File: src/hdl/csc_defines.vh
// Constants for the clock synthesizer configuration controller
//--------------------------------------------------------------
// Functional notes
// - Reset is synchronous, active low.
// - Configuration starts only on start rising edge.
// - Done flag low during pass, high after.
// - Master drives clock; data line bidirectional.
// - Four-channel 3-bit select frequency map.
// - Memory variant 4-bit select frequency map.
// - New start edge reprograms changed selects; edges during a pass are ignored.
// - Synthesizer addressed with byte 0xEE.
// - Four channels feed transceiver ports A-D.
// - One select drives six memory clocks.
//--------------------------------------------------------------
`ifndef CSC_DEFINES_VH
`define CSC_DEFINES_VH

`define CSC_SYS_CLK_MHZ   50
`define CSC_I2C_QTR_NS    2500
`define CSC_I2C_QTR_CYC   ((`CSC_I2C_QTR_NS * `CSC_SYS_CLK_MHZ) / 1000)
`define CSC_DEV_ADDR      8'hEE
`define CSC_REG_OUT_BASE  8'h10
`define CSC_REG_APPLY     8'h1C
`define CSC_APPLY_VAL     8'h01
`define CSC_OUT_EN_BIT    7
`define CSC_FRAME_BITS    27
`define CSC_LAST_BIT      5'd26
`define CSC_ENTRIES_QSFP  3'd4
`define CSC_ENTRIES_MEM   3'd6
`define CSC_SEL_RST       16'h0000

`endif
File: src/hdl/csc_controller.v
// Clock synthesizer configuration controller, I2C master
`timescale 1ns/100ps
`include "csc_defines.vh"

module csc_controller #(
	parameter MEM_VARIANT = 0                  // 0: four 3-bit selects, 1: one 4-bit select
) (
	input  wire       i_sys_clk,               // 50 MHz system clock
	input  wire       i_nrst,                  // Synchronous reset, active low
	input  wire       i_config_trigger,        // Start, rising edge
	input  wire [2:0] i_chan_freq_select_a,    // Port A frequency select
	input  wire [2:0] i_chan_freq_select_b,    // Port B frequency select
	input  wire [2:0] i_chan_freq_select_c,    // Port C frequency select
	input  wire [2:0] i_chan_freq_select_d,    // Port D frequency select
	input  wire [3:0] i_mem_freq_select,       // Memory clock select
	input  wire       i_sda,                   // Serial data line level
	output reg        o_sda,                   // Serial data drive value
	output reg        o_sda_oe,                // Serial data drive enable
	output reg        o_scl,                   // Serial clock
	output reg        o_config_complete_flag,  // Configuration complete
	output reg        o_nack_err               // Missing acknowledge in last pass
);

	//--------------------------------------------------------------
	// States and constants
	//--------------------------------------------------------------
	localparam [2:0] ST_IDLE  = 3'd0;
	localparam [2:0] ST_START = 3'd1;
	localparam [2:0] ST_BIT   = 3'd2;
	localparam [2:0] ST_STOP  = 3'd3;
	localparam integer QTR_CYC  = `CSC_I2C_QTR_CYC;
	localparam [6:0] QTR_LAST = QTR_CYC[6:0] - 7'h01;
	localparam [2:0] LAST_ENT = MEM_VARIANT ? `CSC_ENTRIES_MEM : `CSC_ENTRIES_QSFP;

	reg [2:0]  state_r;
	reg [6:0]  tick_cnt_r;
	reg [1:0]  phase_r;
	reg [4:0]  bit_idx_r;
	reg [2:0]  entry_r;
	reg [26:0] shift_r;
	reg [2:0]  trig_sync_r;
	reg [15:0] sel_s1_r;
	reg [15:0] sel_s2_r;
	reg [15:0] sel_cap_r;
	reg [1:0]  sda_sync_r;

	wire       tick;
	wire       trig_rise;
	wire       ack_bit;
	wire [15:0] sel_pins;

	assign tick      = (tick_cnt_r == QTR_LAST);
	assign trig_rise = trig_sync_r[1] & ~trig_sync_r[2];
	assign ack_bit   = (bit_idx_r == 5'd8) || (bit_idx_r == 5'd17) || (bit_idx_r == 5'd26);
	assign sel_pins  = {i_mem_freq_select, i_chan_freq_select_d, i_chan_freq_select_c,
	                    i_chan_freq_select_b, i_chan_freq_select_a};

	//--------------------------------------------------------------
	// Frequency code for a four-channel select
	//--------------------------------------------------------------
	function [7:0] qsfp_code;
		input [2:0] sel;
		begin
			case (sel)
				3'h0: qsfp_code = 8'h00;                  // Powered down
				3'h1: qsfp_code = 8'h81;                  // 644.53125 MHz
				3'h2: qsfp_code = 8'h82;                  // 322.26 MHz
				3'h3: qsfp_code = 8'h83;                  // 312.25 MHz
				3'h4: qsfp_code = 8'h84;                  // 250 MHz
				3'h5: qsfp_code = 8'h85;                  // 156.25 MHz
				3'h6: qsfp_code = 8'h86;                  // 125 MHz
				default: qsfp_code = 8'h87;               // 100 MHz
			endcase
		end
	endfunction

	//--------------------------------------------------------------
	// Frequency code for the memory clock select
	//--------------------------------------------------------------
	function [7:0] mem_code;
		input [3:0] sel;
		begin
			case (sel)
				4'h0: mem_code = 8'h90;                   // 275 MHz
				4'h1: mem_code = 8'h91;                   // 250 MHz
				4'h2: mem_code = 8'h92;                   // 225 MHz
				default: mem_code = 8'h90;                // Unlisted codes fall back to 275 MHz
			endcase
		end
	endfunction

	//--------------------------------------------------------------
	// Frame for one table entry: address, register, value, each + ack slot
	//--------------------------------------------------------------
	function [26:0] frame;
		input [2:0]  ent;
		input [15:0] sel;
		reg   [7:0]  ra;
		reg   [7:0]  val;
		begin
			ra  = `CSC_REG_APPLY;
			val = `CSC_APPLY_VAL;
			if (ent != LAST_ENT) begin
				ra = `CSC_REG_OUT_BASE + {5'h00, ent};
				if (MEM_VARIANT != 0)
					val = mem_code(sel[15:12]);
				else
					val = qsfp_code(sel[ent*3 +: 3]);
			end
			frame = {`CSC_DEV_ADDR, 1'b1, ra, 1'b1, val, 1'b1};
		end
	endfunction

	//--------------------------------------------------------------
	// Pin synchronisers
	//--------------------------------------------------------------
	always @(posedge i_sys_clk) begin
		if (!i_nrst) begin
			// Ones, so that a start held high through reset is not an edge
			trig_sync_r <= 3'h7;
			sel_s1_r    <= `CSC_SEL_RST;
			sel_s2_r    <= `CSC_SEL_RST;
			sda_sync_r  <= 2'h3;
		end else begin
			trig_sync_r <= {trig_sync_r[1:0], i_config_trigger};
			sel_s1_r    <= sel_pins;
			sel_s2_r    <= sel_s1_r;
			sda_sync_r  <= {sda_sync_r[0], i_sda};
		end
	end

	//--------------------------------------------------------------
	// Sequencer and bit engine
	//--------------------------------------------------------------
	always @(posedge i_sys_clk) begin
		if (!i_nrst) begin
			state_r                <= ST_IDLE;
			tick_cnt_r             <= 7'h00;
			phase_r                <= 2'h0;
			bit_idx_r              <= 5'h00;
			entry_r                <= 3'h0;
			shift_r                <= 27'h0000000;
			sel_cap_r              <= `CSC_SEL_RST;
			o_sda                  <= 1'b0;
			o_sda_oe               <= 1'b0;
			o_scl                  <= 1'b1;
			o_config_complete_flag <= 1'b0;
			o_nack_err             <= 1'b0;
		end else begin
			o_sda <= 1'b0;
			if (state_r == ST_IDLE || tick)
				tick_cnt_r <= 7'h00;
			else
				tick_cnt_r <= tick_cnt_r + 7'h01;
			case (state_r)
				ST_IDLE: begin
					o_scl    <= 1'b1;
					o_sda_oe <= 1'b0;
					phase_r  <= 2'h0;
					if (trig_rise) begin
						state_r                <= ST_START;
						entry_r                <= 3'h0;
						sel_cap_r              <= sel_s2_r;
						o_nack_err             <= 1'b0;
						o_config_complete_flag <= 1'b0;
					end
				end
				ST_START: begin
					if (tick) begin
						phase_r  <= phase_r + 2'h1;
						o_scl    <= (phase_r < 2'h2);
						o_sda_oe <= (phase_r >= 2'h1);
						if (phase_r == 2'h3) begin
							state_r   <= ST_BIT;
							bit_idx_r <= 5'h00;
							shift_r   <= frame(entry_r, sel_cap_r);
						end
					end
				end
				ST_BIT: begin
					if (tick) begin
						phase_r <= phase_r + 2'h1;
						case (phase_r)
							2'h0: begin
								// Data changes only while the serial clock is low
								o_sda_oe <= ~shift_r[26];
							end
							2'h1: begin
								o_scl <= 1'b1;
							end
							2'h2: begin
								if (ack_bit && sda_sync_r[1])
									o_nack_err <= 1'b1;
							end
							default: begin
								o_scl     <= 1'b0;
								shift_r   <= {shift_r[25:0], 1'b1};
								bit_idx_r <= bit_idx_r + 5'h01;
								if (bit_idx_r == `CSC_LAST_BIT)
									state_r <= ST_STOP;
							end
						endcase
					end
				end
				ST_STOP: begin
					if (tick) begin
						phase_r  <= phase_r + 2'h1;
						o_scl    <= (phase_r != 2'h0);
						o_sda_oe <= (phase_r < 2'h2);
						if (phase_r == 2'h3) begin
							if (entry_r == LAST_ENT) begin
								state_r                <= ST_IDLE;
								o_config_complete_flag <= 1'b1;
							end else begin
								entry_r <= entry_r + 3'h1;
								state_r <= ST_START;
							end
						end
					end
				end
				default: begin
					state_r <= ST_IDLE;
				end
			endcase
		end
	end

endmodule

File: config.mk
export PLATFORM = sky130hd
export DESIGN_NAME = csc_controller
export DESIGN_NICKNAME = d
export VERILOG_FILES = /design/src/hdl/csc_controller.v
export VERILOG_INCLUDE_DIRS = /design/src /design/src/hdl
export SDC_FILE = /design/constraint.sdc
export NUM_CORES = 1
export LEC_CHECK = 0
export BUFFER_PORTS_ARGS = -buffer_cell sky130_fd_sc_hd__buf_2
export CAP_MARGIN = 20
export CORE_ASPECT_RATIO = 1.2
export CORE_MARGIN = 2
export CORE_UTILIZATION = 25
export DETAILED_ROUTE_END_ITERATION = 10
export GPL_ROUTABILITY_DRIVEN = 0
export SETUP_SLACK_MARGIN = 0.4
export SLEW_MARGIN = 10
export SYNTH_ARGS = -nofsm -noshare
export SYNTH_HDL_FRONTEND = slang
export SYNTH_SLANG_ARGS = --single-unit
File: constraint.sdc
create_clock -name i_sys_clk -period 3.9 [get_ports i_sys_clk]
set_clock_uncertainty 0.1 [all_clocks]
set_input_delay 0.585 -clock i_sys_clk [delete_from_list [all_inputs] [get_ports i_sys_clk]]
set_output_delay 0.585 -clock i_sys_clk [all_outputs]
set_load 0.005 [all_outputs]
==> flow_metrics.env <==
export IMPL_layout_nets=475
export IMPL_crit_type="flop to flop"
export IMPL_io_pins=25
export IMPL_cts_tree="yes"
export IMPL_drive_above_1_share_pct=14.45
export IMPL_cp_num_buf_inv=1
export IMPL_outcome="completed"
export IMPL_yosysWarnings=0
export IMPL_p_per_area_mw_per_mm2=456.4
export IMPL_diodes=0
export IMPL_dp_hpwl_um=5071
export IMPL_crit_arrival_ns=2.30
export IMPL_irDropWorstVdd_v=0.0001858
export IMPL_worstPathRequired_ns=4.05
export IMPL_synth_edf_count=0
export IMPL_dpl_instance_area_sq_mm=0.004431
export IMPL_numPortBuffers=23
export IMPL_synth_cells=432
export IMPL_pre_cts_ws_ns=1.486
export IMPL_rsz0062_at_grt="no"
export IMPL_synth_area_top_cells="dfxtp_1 (49%), and2_1 (5.5%), nand2_1 (5.1%), ha_1 (4.8%), a21boi_0 (3.0%)"
export IMPL_netlist_area_sq_mm=0.004197
export IMPL_ys_ff_latch=103
export IMPL_slew_viol_final=0
export IMPL_cp_slowest_stage_delay_ns=0.56
export IMPL_finalInstanceArea_sq_mm=0.004745
export IMPL_setup_viol=0
export IMPL_worst_pin_slew_ns=0.9220
export IMPL_antenna_found_initial=0
export IMPL_post_route_period_util_pct=55.29
export IMPL_setup_slack_ns=1.744
export IMPL_num_rows=51
export IMPL_min_path_type="flop to flop"
export IMPL_total_power_mw=2.166
export IMPL_path_delay_family="simple AND/OR/NAND/NOR gates"
export IMPL_dieArea_sq_mm=0.01784
export IMPL_regToRegSetupSlack_ns=1.74
export IMPL_die_h_um=145.9
export IMPL_antenna_left=0
export IMPL_leakagePower_nw=1.761
export IMPL_clock_path_buffers=2
export IMPL_ff2ff_path_depth=6
export IMPL_crit_fanout=18
export IMPL_drc_errors=0
export IMPL_postSynthAreaPerCell_sq_um=9.714
export IMPL_grtUsageTotal_pct=9.134
export IMPL_hold_violations=0
export IMPL_grt_ovfl_total=0
export IMPL_syn_to_final_growth_pct=13.06
export IMPL_whs_path_depth=1
export IMPL_drt_vias_per_instance=4.383
export IMPL_cts_resized=0
export IMPL_setup_tns_ns=0
export IMPL_wl_um=7436
export IMPL_period_minus_slack_ns=2.156
export IMPL_synth_nets=468
export IMPL_worstPathCellList="inv_1, ha_1, nand3b_1, o21ai_0, o31ai_1, and2_1"
export IMPL_cts_max_level=3
export IMPL_cts_setup_buffers=0
export IMPL_cts_root_buf="clkbuf_16"
export IMPL_synth_top_area_share_pct=49.14
export IMPL_worst_setup_path_end_kind="flop"
export IMPL_fp_dieW_um=122.3
export IMPL_maxCapViolations=0
export IMPL_cts_hold_buffers=0
export IMPL_slowest_stage="nand3b_1"
export IMPL_max_freq_ghz=0.4638
export IMPL_clk_pin_slew_worst_paths_ns=0.07
export IMPL_drtPass1Iterations=5
export IMPL_critical_path_depth=6
export IMPL_ys_seq_area_share_pct=49.14
export IMPL_drtIter0Drc=128
export IMPL_grt_first_pass_wirelength_um=12970
export IMPL_async_flop_share_pct=0
export IMPL_ys_flop_type="dfxtp_1"
export IMPL_worstSetupStartpointType="flop"
export IMPL_core_sq_mm=0.01634
export IMPL_num_vias=2871
export IMPL_grt_max_degree=58
export IMPL_wire_per_inst_um=11.35
export IMPL_clock_latency_ns=0.35
export IMPL_grt_pass1_vias=2848
export IMPL_ys_types=56
export IMPL_yosysTopAreaCell="dfxtp_1"
export IMPL_start_util_pct=25.69
export IMPL_cts_sink_count=103
export IMPL_relSlewSlack_pct=38.26
export IMPL_numCtsBuffers=9
==> final timing paths <==
kind,startpoint,end
setup / recovery,state_r[0],o_nack_err
hold / removal,sda_sync_r[0],sda_sync_r[1]
setup reg to reg,state_r[0],o_nack_err
hold reg to reg,sda_sync_r[0],sda_sync_r[1]
==> cell type report <==
| type | instances | area, sq um |
|---|---|---|
| timing repair buffer | 25 | 137.6 |
| fill | 1748 | 11590 |
| sequential | 103 | 2062 |
| tap | 212 | 265.3 |
| multi-input combinational | 284 | 1921 |
| clock buffer | 12 | 256.5 |
| inverter | 16 | 60.06 |
| clock inverter | 3 | 42.54 |
==> report_power, final <==
group	internal (mW)	leakage [nW]	switching, mW
clock network	0.528	0.145	0.368
registers	1.08	0.838	0.0141
logic	0.0753	0.778	0.0991
==> metal layers <==
layer	global-route usage (%)	part of all wire [%]	vias up
met5	0	0	-
met4	5.632	2.7	0
met3	2.586	3.7	14
met2	14.67	46	42
met1	10.60	47	1337
li1	-	-	1478
==> sequential cells by signal, summed over array words and instances (netlist names), 2 cells and up <==
name and cells:
sel_s1_r 16, trig_sync_r 3, shift_r 27, sda_sync_r 2, phase_r 2, sel_s2_r 16, entry_r 3, bit_idx_r 5
tick_cnt_r 7, sel_cap_r 16, state_r 2
==> through the flow <==
stage / instances / utilization, % / hold slack [ns]
4_1_cts: 654 / 28.95 / 0.3114
5_1_grt: 655 / 29.04 / 0.3135
3_5_place_dp: 639 / 27.12 / 0.2973
2_1_floorplan: 432 / - / 0.2863
3_3_place_gp: 639 / 27.12 / 0.2942
6_report: 655 / 29.04 / 0.3092
==> layout by cell type (no fill, tap or decap), drive strengths merged, types with 4 or more instances in the layout <==
master and instances:
nor2 24, o211a 5, o211ai 4, dfxtp 103
o21ai 10, nand3 6, buf 25, clkbuf 12
a21oi 10, a31oi 4, and2 39, a22oi 12
nand2 57, xor2 6, nand4 4, nor2b 11
xnor2 4, o221a 8, mux2i 7, inv 16
ha 16, nand2b 7, a21boi 18
==> Yosys cell counts (4+ instances only) <==
cell type  count
nor2_2         7
o221a_2        8
a21boi_0      17
nand3_1        6
buf_2          9
a22oi_1       12
o21ai_0        9
inv_1         16
dfxtp_1      103
nand2b_1       7
and2_1        37
o211a_1        4
xor2_1         6
nor2_1        17
clkbuf_1      12
nor2b_1       11
xnor2_1        4
a31oi_1        4
nand4_1        4
a21oi_1       10
nand2_1       57
mux2i_1        7
ha_1          16
==> cell families after synthesis <==
group,Yosys count,synth area share [%]
mux,10,3.011
buf+inv,45,5.098
xor+xnor,10,2.087
flops,103,49.14
fa+ha+maj,16,4.770
compound gates,86,15.80
simple gates,161,20.01
other cells,1,0.08936
(Power assumes the default switching activity.)
